$ cat src/logic/sdo_cfg.svh
// Purpose: Named constants of the segmented upload server.
// Assumes: Included by the package and the server only.
// Notes:   Byte positions count from byte 0 of the eight-byte payload.
`ifndef SDO_CFG_SVH
`define SDO_CFG_SVH

// ==========================================================================
// Frame identifiers and length
`define SDO_DLC_FULL      4'h8
`define SDO_ID_REQ_BASE   11'h600
`define SDO_ID_RSP_BASE   11'h580
`define SDO_NODE_W        7

// ==========================================================================
// Byte positions within the payload
`define SDO_B_CMD         0
`define SDO_B_IDX_LO      1
`define SDO_B_IDX_HI      2
`define SDO_B_SUB         3
`define SDO_B_DATA        4
`define SDO_B_SEG         1

// ==========================================================================
// Command byte fields
`define SDO_CCS_HI        7
`define SDO_CCS_LO        5
`define SDO_TOG_BIT       4
`define SDO_N_HI          3
`define SDO_N_LO          1
`define SDO_C_BIT         0
`define SDO_CCS_UPL_INIT  3'h2
`define SDO_CCS_SEG_REQ   3'h3
`define SDO_CCS_ABORT     3'h4

// ==========================================================================
// Response command codes, segment byte limit and whole-object subindex
`define SDO_CMD_ABORT     8'h80
`define SDO_RSP_NORMAL    8'h41
`define SDO_RSP_EXP1      8'h4F
`define SDO_RSP_EXP2      8'h4B
`define SDO_RSP_SEG       8'h00
`define SDO_SEG_MAX       3'h7
`define SDO_SUB_WHOLE     8'h00

// ==========================================================================
// Abort codes
`define SDO_ABT_TOGGLE    32'h05030000
`define SDO_ABT_CMD       32'h05040001
`define SDO_ABT_NO_OBJ    32'h06020000
`define SDO_ABT_NO_SUB    32'h06090011

`endif

$ cat src/logic/sdo_pkg.sv
// Purpose: Types shared by the segmented upload server files.
// Assumes: Constants come from sdo_cfg.svh.
// Notes:   Payload byte i is data[i].
`include "sdo_cfg.svh"

package sdo_pkg;

   // =======================================================================
   // Frame carrier
   typedef struct packed {
      logic [10:0]     id;
      logic [3:0]      dlc;
      logic [7:0][7:0] data;
   } sdo_frame_s;

   // =======================================================================
   // Server states
   typedef enum logic [4:0] {
      SDO_ST_IDLE   = 5'b00001,
      SDO_ST_DECODE = 5'b00010,
      SDO_ST_FETCH  = 5'b00100,
      SDO_ST_CATCH  = 5'b01000,
      SDO_ST_SEND   = 5'b10000
   } sdo_state_e;

endpackage : sdo_pkg

$ cat src/logic/sdo_mem.sv
// Purpose: Byte store holding the string object served by the server.
// Assumes: One write port from user logic, one read port from the server.
// Notes:   Read data appear one clock after the address.
`timescale 1ns/1ps

module sdo_mem #(
   parameter int AW = 8
) (
   // Clock and reset
   input  wire logic          clock,
   input  wire logic          rst,
   // Write port
   input  wire logic          wr_en,
   input  wire logic [AW-1:0] wr_addr,
   input  wire logic [7:0]    wr_data,
   // Read port
   input  wire logic [AW-1:0] rd_addr,
   output logic      [7:0]    rd_data
);

   logic [7:0] mem_r [0:(1<<AW)-1];
   logic [7:0] rd_data_r;
   logic [7:0] rd_data_nxt;

   // The array has no reset; only the read register is cleared.
   always_comb begin
      rd_data_nxt = mem_r[rd_addr];
   end

   always_ff @(posedge clock) begin
      if (wr_en) begin
         mem_r[wr_addr] <= wr_data;
      end
      if (rst) begin
         rd_data_r <= 8'h00;
      end else begin
         rd_data_r <= rd_data_nxt;
      end
   end

   assign rd_data = rd_data_r;

endmodule // sdo_mem

$ cat src/logic/sdo_server.sv
// Purpose: Upload server for service-data-object frames of one node.
// Assumes: Frames arrive whole, one per rx_valid pulse, on this clock.
// Notes:   Serves one two-byte word object and one string object.
//
// Contract
// RQ1: Two-byte upload replies 4B, index, sub, value.
// RQ2: Every frame has eight bytes, zero padded.
// RQ3: One response per segment request.
// RQ4: String characters readable from subindex one onward.
// RQ5: Client opens with initiate code, index, sub.
// RQ6: Initiate reply carries length in data bytes.
// RQ7: Initiate reply command marks normal, size indicated.
// RQ8: Client segment request codes differ by toggle.
// RQ9: Client inverts toggle, starts every transfer clear.
// RQ10: Response copies the request toggle unchanged.
// RQ11: Three-bit field counts unused trailing bytes.
// RQ12: Last-segment flag set only in final response.
// RQ13: Segments carry up to seven bytes.
// RQ14: Abort frame carries code, index, sub, error.
// RQ15: Abort ends transfer at once, not confirmed.
// RQ16: Received abort error code is ignored.
// RQ17: Requests on 600h plus node, answers 580h.
// RQ18: Unalternated toggle aborts with toggle error.
// RQ19: Unknown command aborts with command error.
// RQ20: Count bytes sent; reset on initiate or abort.
// RQ21: One open transfer; new initiate discards old.
`timescale 1ns/1ps
`include "sdo_cfg.svh"

module sdo_server
   import sdo_pkg::*;
#(
   parameter int MEM_AW = 8
) (
   // Clock and reset
   input  wire logic              clock,
   input  wire logic              rst,
   // Frame link
   input  wire logic              rx_valid,
   input  wire sdo_frame_s        rx_frame,
   output sdo_frame_s             tx_frame,
   output logic                   tx_valid,
   // Configuration
   input  wire logic [6:0]        node_id,
   input  wire logic [15:0]       word_index,
   input  wire logic [15:0]       word_value,
   input  wire logic [15:0]       str_index,
   input  wire logic [MEM_AW:0]   str_len,
   // String store load
   input  wire logic              obj_wr_en,
   input  wire logic [MEM_AW-1:0] obj_wr_addr,
   input  wire logic [7:0]        obj_wr_data,
   // Status
   output logic                   busy,
   output logic                   xfer_open,
   output logic                   abort_rcvd
);

   // =======================================================================
   // Elaboration check
   if (MEM_AW < 3 || MEM_AW > 16) begin : g_bad_aw
      $error("sdo_server: MEM_AW must lie in 3..16");
   end

   // =======================================================================
   // State
   sdo_state_e            state_r,   state_nxt;
   sdo_frame_s            req_r,     req_nxt;
   sdo_frame_s            frm_r,     frm_nxt;
   sdo_frame_s            tx_frm_r,  tx_frm_nxt;
   logic                  tx_vld_r,  tx_vld_nxt;
   logic [MEM_AW:0]       sent_r,    sent_nxt;
   logic [MEM_AW:0]       len_r,     len_nxt;
   logic [MEM_AW-1:0]     base_r,    base_nxt;
   logic [2:0]            k_r,       k_nxt;
   logic [2:0]            cnt_r,     cnt_nxt;
   logic                  tog_r,     tog_nxt;
   logic                  open_r,    open_nxt;
   logic                  busy_r,    busy_nxt;
   logic                  abt_r,     abt_nxt;

   logic [7:0]            rd_data;
   logic [MEM_AW-1:0]     rd_addr;
   logic [10:0]           req_id;
   logic [10:0]           rsp_id;
   logic [15:0]           idx;
   logic [7:0]            sub;
   logic [2:0]            ccs;
   logic [MEM_AW:0]       remain;
   logic [MEM_AW:0]       sub_ext;

   // =======================================================================
   // String store
   sdo_mem #(
      .AW      (MEM_AW)
   ) u_mem (
      .clock   (clock),
      .rst     (rst),
      .wr_en   (obj_wr_en),
      .wr_addr (obj_wr_addr),
      .wr_data (obj_wr_data),
      .rd_addr (rd_addr),
      .rd_data (rd_data)
   );

   // =======================================================================
   // Frame helpers
   function automatic sdo_frame_s mk_frame(input logic [10:0] id,
                                           input logic [7:0]  cmd,
                                           input logic [15:0] ix,
                                           input logic [7:0]  sb,
                                           input logic [31:0] val);
      sdo_frame_s f;
      f                    = '0;
      f.id                 = id;
      f.dlc                = `SDO_DLC_FULL;                  // RQ2
      f.data[`SDO_B_CMD]   = cmd;
      f.data[`SDO_B_IDX_LO] = ix[7:0];
      f.data[`SDO_B_IDX_HI] = ix[15:8];
      f.data[`SDO_B_SUB]   = sb;
      f.data[`SDO_B_DATA+0] = val[7:0];
      f.data[`SDO_B_DATA+1] = val[15:8];
      f.data[`SDO_B_DATA+2] = val[23:16];
      f.data[`SDO_B_DATA+3] = val[31:24];
      return f;
   endfunction

   // =======================================================================
   // Decode of the held request
   assign req_id  = `SDO_ID_REQ_BASE + {4'h0, node_id};     // RQ17
   assign rsp_id  = `SDO_ID_RSP_BASE + {4'h0, node_id};     // RQ17
   assign idx     = {req_r.data[`SDO_B_IDX_HI], req_r.data[`SDO_B_IDX_LO]};
   assign sub     = req_r.data[`SDO_B_SUB];
   assign ccs     = req_r.data[`SDO_B_CMD][`SDO_CCS_HI:`SDO_CCS_LO];
   assign remain  = len_r - sent_r;
   assign sub_ext = (MEM_AW+1)'(sub);
   assign rd_addr = base_r + MEM_AW'(k_r);

   // =======================================================================
   // Next-state logic
   always_comb begin
      state_nxt  = state_r;
      req_nxt    = req_r;
      frm_nxt    = frm_r;
      tx_frm_nxt = tx_frm_r;
      tx_vld_nxt = 1'b0;
      sent_nxt   = sent_r;
      len_nxt    = len_r;
      base_nxt   = base_r;
      k_nxt      = k_r;
      cnt_nxt    = cnt_r;
      tog_nxt    = tog_r;
      open_nxt   = open_r;
      abt_nxt    = 1'b0;

      unique case (state_r)
         SDO_ST_IDLE: begin
            // Short frames and other identifiers are not ours to answer.
            if (rx_valid && rx_frame.id == req_id &&
                rx_frame.dlc == `SDO_DLC_FULL) begin        // RQ2 RQ17
               req_nxt   = rx_frame;
               state_nxt = SDO_ST_DECODE;
            end
         end

         SDO_ST_DECODE: begin
            state_nxt = SDO_ST_SEND;
            k_nxt     = 3'h0;
            cnt_nxt   = 3'h0;
            if (ccs == `SDO_CCS_ABORT) begin
               // The error code bytes are never looked at.
               open_nxt  = 1'b0;                             // RQ15 RQ16
               sent_nxt  = '0;                               // RQ20
               tog_nxt   = 1'b0;
               abt_nxt   = 1'b1;
               state_nxt = SDO_ST_IDLE;                      // RQ15
            end else if (ccs == `SDO_CCS_UPL_INIT) begin
               // Any open transfer is dropped by a new initiate.
               open_nxt = 1'b0;                              // RQ21
               sent_nxt = '0;                                // RQ20
               tog_nxt  = 1'b0;
               if (idx == str_index && sub == `SDO_SUB_WHOLE) begin
                  len_nxt  = str_len;
                  open_nxt = 1'b1;                           // RQ3
                  frm_nxt  = mk_frame(rsp_id, `SDO_RSP_NORMAL, idx, sub,
                                      32'(str_len));         // RQ6 RQ7
               end else if (idx == str_index &&
                            sub_ext <= str_len) begin
                  base_nxt  = MEM_AW'(sub_ext - 1'b1);       // RQ4
                  cnt_nxt   = 3'h1;
                  frm_nxt   = mk_frame(rsp_id, `SDO_RSP_EXP1, idx, sub,
                                       32'h00000000);        // RQ4
                  state_nxt = SDO_ST_FETCH;
               end else if (idx == word_index &&
                            sub == `SDO_SUB_WHOLE) begin
                  frm_nxt = mk_frame(rsp_id, `SDO_RSP_EXP2, idx, sub,
                                     {16'h0000, word_value}); // RQ1
               end else if (idx == str_index || idx == word_index) begin
                  frm_nxt = mk_frame(rsp_id, `SDO_CMD_ABORT, idx, sub,
                                     `SDO_ABT_NO_SUB);       // RQ14
               end else begin
                  frm_nxt = mk_frame(rsp_id, `SDO_CMD_ABORT, idx, sub,
                                     `SDO_ABT_NO_OBJ);       // RQ14
               end
            end else if (ccs == `SDO_CCS_SEG_REQ && open_r) begin
               if (req_r.data[`SDO_B_CMD][`SDO_TOG_BIT] != tog_r) begin
                  open_nxt = 1'b0;
                  sent_nxt = '0;
                  tog_nxt  = 1'b0;
                  frm_nxt  = mk_frame(rsp_id, `SDO_CMD_ABORT, idx, sub,
                                      `SDO_ABT_TOGGLE);      // RQ18
               end else begin
                  frm_nxt = mk_frame(rsp_id, `SDO_RSP_SEG, 16'h0000,
                                     8'h00, 32'h00000000);   // RQ2 RQ3
                  frm_nxt.data[`SDO_B_CMD][`SDO_TOG_BIT] = tog_r; // RQ10
                  base_nxt = sent_r[MEM_AW-1:0];
                  if (remain <= (MEM_AW+1)'(`SDO_SEG_MAX)) begin
                     cnt_nxt  = remain[2:0];
                     frm_nxt.data[`SDO_B_CMD][`SDO_N_HI:`SDO_N_LO] =
                        `SDO_SEG_MAX - remain[2:0];          // RQ11
                     frm_nxt.data[`SDO_B_CMD][`SDO_C_BIT] = 1'b1; // RQ12
                     open_nxt = 1'b0;
                     sent_nxt = len_r;                       // RQ20
                     tog_nxt  = 1'b0;
                  end else begin
                     cnt_nxt  = `SDO_SEG_MAX;                // RQ13
                     sent_nxt = sent_r + (MEM_AW+1)'(`SDO_SEG_MAX); // RQ20
                     tog_nxt  = ~tog_r;
                  end
                  if (cnt_nxt != 3'h0) begin
                     state_nxt = SDO_ST_FETCH;
                  end
               end
            end else begin
               // A segment request with nothing open counts as unknown.
               open_nxt = 1'b0;
               sent_nxt = '0;
               tog_nxt  = 1'b0;
               frm_nxt  = mk_frame(rsp_id, `SDO_CMD_ABORT, idx, sub,
                                   `SDO_ABT_CMD);            // RQ19
            end
         end

         SDO_ST_FETCH: begin
            state_nxt = SDO_ST_CATCH;
         end

         SDO_ST_CATCH: begin
            if (cnt_r == 3'h1 && frm_r.data[`SDO_B_CMD] == `SDO_RSP_EXP1)
            begin
               frm_nxt.data[`SDO_B_DATA] = rd_data;          // RQ4
            end else begin
               frm_nxt.data[`SDO_B_SEG + k_r] = rd_data;     // RQ13
            end
            k_nxt = k_r + 3'h1;
            if (k_nxt == cnt_r) begin
               state_nxt = SDO_ST_SEND;
            end else begin
               state_nxt = SDO_ST_FETCH;
            end
         end

         SDO_ST_SEND: begin
            tx_frm_nxt = frm_r;
            tx_vld_nxt = 1'b1;                               // RQ3
            state_nxt  = SDO_ST_IDLE;
         end

         default: begin
            state_nxt = SDO_ST_IDLE;
         end
      endcase

      busy_nxt = (state_nxt != SDO_ST_IDLE);
   end

   // =======================================================================
   // Registers
   always_ff @(posedge clock) begin
      if (rst) begin
         state_r  <= SDO_ST_IDLE;
         req_r    <= '0;
         frm_r    <= '0;
         tx_frm_r <= '0;
         tx_vld_r <= 1'b0;
         sent_r   <= '0;
         len_r    <= '0;
         base_r   <= '0;
         k_r      <= 3'h0;
         cnt_r    <= 3'h0;
         tog_r    <= 1'b0;
         open_r   <= 1'b0;
         busy_r   <= 1'b0;
         abt_r    <= 1'b0;
      end else begin
         state_r  <= state_nxt;
         req_r    <= req_nxt;
         frm_r    <= frm_nxt;
         tx_frm_r <= tx_frm_nxt;
         tx_vld_r <= tx_vld_nxt;
         sent_r   <= sent_nxt;
         len_r    <= len_nxt;
         base_r   <= base_nxt;
         k_r      <= k_nxt;
         cnt_r    <= cnt_nxt;
         tog_r    <= tog_nxt;
         open_r   <= open_nxt;
         busy_r   <= busy_nxt;
         abt_r    <= abt_nxt;
      end
   end

   // =======================================================================
   // Outputs
   assign tx_frame   = tx_frm_r;
   assign tx_valid   = tx_vld_r;
   assign busy       = busy_r;
   assign xfer_open  = open_r;
   assign abort_rcvd = abt_r;

endmodule // sdo_server

$ cat config.mk
export PLATFORM = sky130hd
export DESIGN_NAME = sdo_server
export DESIGN_NICKNAME = d
export VERILOG_FILES = /design/src/logic/sdo_pkg.sv /design/src/logic/sdo_mem.sv /design/src/logic/sdo_server.sv
export VERILOG_INCLUDE_DIRS = /design/src /design/src/logic
export SDC_FILE = /design/constraint.sdc
export NUM_CORES = 2
export LEC_CHECK = 0
export ABC_AREA = 1
export BUFFER_PORTS_ARGS = -buffer_cell sky130_fd_sc_hd__clkbuf_2
export CORE_MARGIN = 2
export CORE_UTILIZATION = 25
export CTS_CLUSTER_DIAMETER = 120
export DETAILED_ROUTE_END_ITERATION = 12
export PLACE_DENSITY = 0.4
export SYNTH_ARGS = -nofsm -noshare
export SYNTH_HDL_FRONTEND = slang
export SYNTH_SLANG_ARGS = --single-unit
$ cat constraint.sdc
create_clock -name clock -period 3.6 [get_ports clock]
set_clock_uncertainty 0.1 [all_clocks]
set_input_delay 0.18 -clock clock [delete_from_list [all_inputs] [get_ports clock]]
set_output_delay 0.18 -clock clock [all_outputs]
set_load 0.02 [all_outputs]
======== Word-level counts from Yosys, hierarchy flattened ========
Memory sizes are Yosys's and may differ from the RTL's. A register that Yosys moved wholly into a read port is not among the register bits.
Index checks and enable logic that the tools add are counted.
word-level totals
  register bits ........................... 232
  RAM bits ................................ 2048
  bits of input ports ..................... 163
  output and inout port bits .............. 83
  word-level logic and storage cells ...... 160
  memories kept ........................... 1
operators by class
  add/sub/neg operators ................... 9
  order comparisons ....................... 4
  eq/ne operators ......................... 23
  muxes and demuxes ....................... 64
  bitwise gates (word level) .............. 3
  reduce and logical (&&, ||, !) cells .... 21
memory list
  name         words  bits a word  rd ports  clocked after Yosys merged registers in  wr ports  line           RTL
  u_mem.mem_r  256    8            1         1                                        1         sdo_mem.sv:21  logic [7:0] mem_r [0:(1<<AW)-1];
operators by type and width
  operator                                             count
  2-to-1 mux 59 bit                                    6
  one-hot mux 64 bit (2 select lines)                  1
  bitwise mux 64 bit                                   1
  2-to-1 mux 64 bit                                    1
  2-to-1 mux 8 bit                                     7
  2-to-1 mux 52 bit                                    1
  2-to-1 mux 5 bit                                     9
  2-to-1 mux 9 bit                                     5
  equality test 16 bit                                 2
  2-to-1 mux 32 bit                                    1
  2-to-1 mux 3 bit                                     10
  demux 8 bit (select 3 bit)                           1
  2-to-1 mux 24 bit                                    1
  one-hot mux 5 bit (4 select lines)                   1
  2-to-1 mux 1 bit                                     17
  adder 10 x 8 -> 11 bit, first input constant         1
  adder 11 x 7 -> 11 bit, first input constant         1
  equality test 11 bit                                 1
  adder 9 x 3 -> 9 bit, second input constant          1
  <= comparator 8 x 9 -> 1 bit                         1
  <= comparator 9 x 3 -> 1 bit, second input constant  1
  subtractor 9 bit                                     1
  adder 8 x 3 -> 8 bit                                 1
  equality test 8 x 7 -> 1 bit, second input constant  1
  34 further kinds                                     51

======== Longest topological paths before layout ========
  depth in word-level cells ............... 16
  mapped depth ............................ 19

======== By module ========
From an unflattened synthesis, not the netlist that was laid out.
second synthesis, totals
  cell total of the unflattened synthesis .. 8490
  area total of the unflattened synthesis .. 94070.2 µm²
modules (own cells, without submodules)
  module      times used  cells an instance  area an instance (µm²)  seq. area each (µm²)
  sdo_mem     1           7020               83467.6                 61659.1
  sdo_server  1           1470               10602.7                 4284.1

======== Least setup slack after synthesis ========
No wires, ideal clock.
  kind .................................... reg-to-reg
  start point ............................. register k_r[0]
  end point ............................... register u_mem.rd_data_r[2], in the netlist u_mem.rd_data[2], read port of u_mem.mem_r
  library setup time ...................... 64 ps
  arrival ................................. 2477 ps
  data required time ...................... 3436 ps
  slack ................................... 959 ps
  stages on the path, launching flop included .. 16
  path buffers ............................ 2
  clock period less this slack ............ 2641 ps
  cells stage by stage .................... dfxtp_1 -> ha_1 -> fa_1 -> clkinv_1 -> clkbuf_1 -> clkbuf_1 -> o21ai_0 -> o21ai_0 -> nand2_1 -> nand3_1 -> nand3_1 -> nand3_1 -> nand3_1 -> nand3_1 -> nand2_1 -> nor2_1
between the ends
  word-level cells in the longest chain between the ends .. 1
ends and longest elaborated chain
  item                    line               RTL
  from (decl)             sdo_server.sv:75   logic [2:0] k_r, k_nxt;
  from (signal assigned)  sdo_server.sv:304  k_r <= k_nxt;
  adder 8 x 3 -> 8 bit    sdo_server.sv:137  assign rd_addr = base_r + MEM_AW'(k_r);
  to (decl)               sdo_mem.sv:22      logic [7:0] rd_data_r;
Every way passes these cells.
A chain may end at the register's enable or synchronous reset.

======== Final worst setup path ========
  start point ............................. register base_r[0]
  end point ............................... register u_mem.rd_data_r[3], in the netlist u_mem.rd_data[3], read port of u_mem.mem_r
between the ends
  word-level cells in the longest chain between the ends .. 1
ends and longest elaborated chain
  item                    line               RTL
  from (decl)             sdo_server.sv:74   logic [MEM_AW-1:0] base_r, base_nxt;
  from (signal assigned)  sdo_server.sv:303  base_r <= base_nxt;
  adder 8 x 3 -> 8 bit    sdo_server.sv:137
Every way passes these cells.

==> flow_summary.toml <==
[outcome]
status = "finished clean"

[finish]
nets = 10000
fin_area_sq_um = 117000
mostFrequentLayoutCell = "nand2_1"
final_cell_mix = "nand2_1 (2162), edfxtp_1 (2048), nor2_1 (1680)"
drive_gt1_frac = 0.124
syn2layout_area_growth_pct = 21.7
final_util = 0.305

[route]
post_drt_via_cell_ratio = 4.54
ant_nets = 0
wirelength_mm = 329
vias = 68400
drc = 0
wl_per_cell_um = 21.9
firstDrtPassIters = 6
drt_iter0_drc = 5865

[clocking]
clockRootBuffer = "clkbuf_16"
clock_latency_ns = 0.91
cts_max_path_buffers = 4
cts.htree.levels = 5
cts_buffers = 263
cts_sinks = 2270
cts_tree = "done"
cts.clk_slew.worst_paths_ns = 0.06

[timing]
hold_violations = 0
drv_slew = 0
worstMarginPinSlew_ns = 1.07
fin_ws_ns = 0.0463
rsz0062_at_grt = "true"
slew_headroom = 0.286
finalCriticalPeriod_ns = 3.55
max_freq_ghz = 0.281
finalCritPeriodShare = 0.987
finalSetupViolations = 0

[die]
ios = 246
core_area_sq_um = 382000
dieArea_sq_um = 388000
die_h_um = 623
start_util = 0.251
rows = 227
fp.dieW_um = 623

[worst_setup_path]
path_class = "register to register"
r2r_cells = 18
crit_required_ns = 4.29
crit_fanout = 17
start_kind = "register"
arrival_ns = 4.25
end_kind = "register"

[grt]
grt_usage = 0.165
antenna_found_initial = 15
grt_pass1_wl_mm = 476
grt_max_degree = 123
grt_pass1_vias = 68100
gr-total-overflow = 0

[placement]
place_ws_ns = -0.422
place.gp.congestion = 0.839
place_hpwl_mm = 206
place.port_buffers = 205
postPlaceCellArea_sq_um = 106000

[run]
maxCapViolations = 0

[synthesis]
yosys.cell_types.count = 46
ys_seq_area_frac = 0.688
synth_top_area_share = 0.641
synthTopCellsByArea = "edfxtp_1 (64%), nand2_1 (8.6%), nor2_1 (6.6%), dfxtp_1 (4.6%), o21ai_0 (4.3%)"
synth_top_cell_by_area = "edfxtp_1"
yosysWarnings = 0
syn_inst = 9253
synth-seq-cells = 2270
syn_area_sq_um = 95900
avgSynthCellArea_sq_um = 10.4

[pwr]
p_per_area_nw_per_um2 = 479
peakVddDrop_mv = 0.333
leakagePower_nw = 43.0

[worst_hold_path]
min_path_type = "input port to register"
hold_path_depth = 5
layer usage:
metal	up-vias	part of all wire	track usage
met5	-	0	0
li1	32500	-	-
met2	1602	0.47	0.275
met1	33900	0.46	0.227
met3	378	0.046	0.0216
met4	0	0.023	0.0366
worst paths after layout:
kind                                      from             endpoint  slack [ns]
worst max-delay path                 base_r[0]     u_mem.rd_data[3]        0.05
worst min-delay path            obj_wr_addr[7]  u_mem.mem_r[184][5]        0.08
worst max register to register       base_r[0]     u_mem.rd_data[3]        0.05
worst min register to register    tx_frame[69]         tx_frame[69]        0.35
state kept, by name (all words and copies together), names as in the netlist, 9 cells and up:
| name | flops |
|---|---|
| frm_r | 72 |
| idx | 16 |
| len_r | 9 |
| sent_r | 9 |
| tx_frame | 72 |
| u_mem.mem_r | 2048 |
where the power goes:
| part | switching (mW) | internal, mW | total, mW |
|---|---|---|---|
| registers | 0.0181 | 28.7 | 28.8 |
| clock network | 10.8 | 15.1 | 25.9 |
| logic | 0.859 | 0.278 | 1.14 |
| total | 11.7 | 44.1 | 55.8 |
layout make-up:
cell class	count	area, sq um
fill	39200	265000
sequential	2270	65900
multi-input combinational	5974	26500
timing repair buffer	847	7950
clock buffer	349	7250
tap	5038	6300
inverter	459	1760
clock inverter	112	925
antenna	5	12.5
worst max-delay path: stages (launching register included):
cell     delay [ns]
dfxtp_2        0.34
ha_4           0.16
fa_4           0.85
buf_12         0.22
inv_16         0.10
buf_6          0.15
buf_12         0.16
buf_6          0.16
nor2_1         0.11
o21ai_0        0.09
nand2_1        0.07
nand2_1        0.05
nand3_1        0.18
nand3_1        0.10
nand3_1        0.10
nand3_1        0.19
nand3_1        0.15
nand2_1        0.07
nor2_2         0.10
repair_timing:
item,in CTS,in global routing
setup endpoints to repair,8,10
resized for setup,154,57
buffers inserted,8,0
pin swaps,31,10
endpoints found under the hold margin,1150,0
hold buffers,135,0
cloned,12,2
cells in the mapped netlist (all sizes together):
| cell | instances |
|---|---|
| a21o | 1 |
| o32ai | 16 |
| clkinv | 4 |
| o21ai | 912 |
| fa | 2 |
| o21a | 5 |
| nor4 | 5 |
| conb | 1 |
| o2111ai | 1 |
| a32oi | 1 |
| nand4 | 20 |
| nor3 | 14 |
| nand3b | 3 |
| edfxtp | 2048 |
| xor2 | 38 |
| nand3 | 784 |
| or2 | 5 |
| nand2 | 2194 |
| o211ai | 7 |
| inv | 455 |
| a22oi | 2 |
| o22ai | 24 |
| buf | 308 |
| a21oi | 198 |
| clkbuf | 245 |
| nor2 | 1700 |
| ha | 23 |
| xnor2 | 5 |
| dfxtp | 222 |
| a31oi | 10 |
logic make-up (layout without fill, tap and decap cells):
group,count (synthesis),in the layout,synth area share
buffers and inverters,1012,1767,0.0449
DFF,2270,2270,0.688
and+or+nand+nor,4725,4725,0.197
other,1,9,0.0000391
AOI/OAI and AO/OA,1177,1177,0.0631
xor gates and xnor gates,43,43,0.00393
adders and majority gates,25,25,0.00342
metrics by stage:
step	power [mW]	std cells	hold WS (ns)	setup TNS, ns
2_1_floorplan	29.5	9256	0.179	0
3_3_place_gp	30.4	14400	0.340	-2.34
3_5_place_dp	30.4	14400	0.340	-2.47
4_1_cts	56.5	15000	0.00606	-0.0314
5_1_grt	57.5	15100	0.0830	-0.188
6_report	55.8	15100	0.0797	0
No activity file was read; power rests on OpenSTA's default activity.
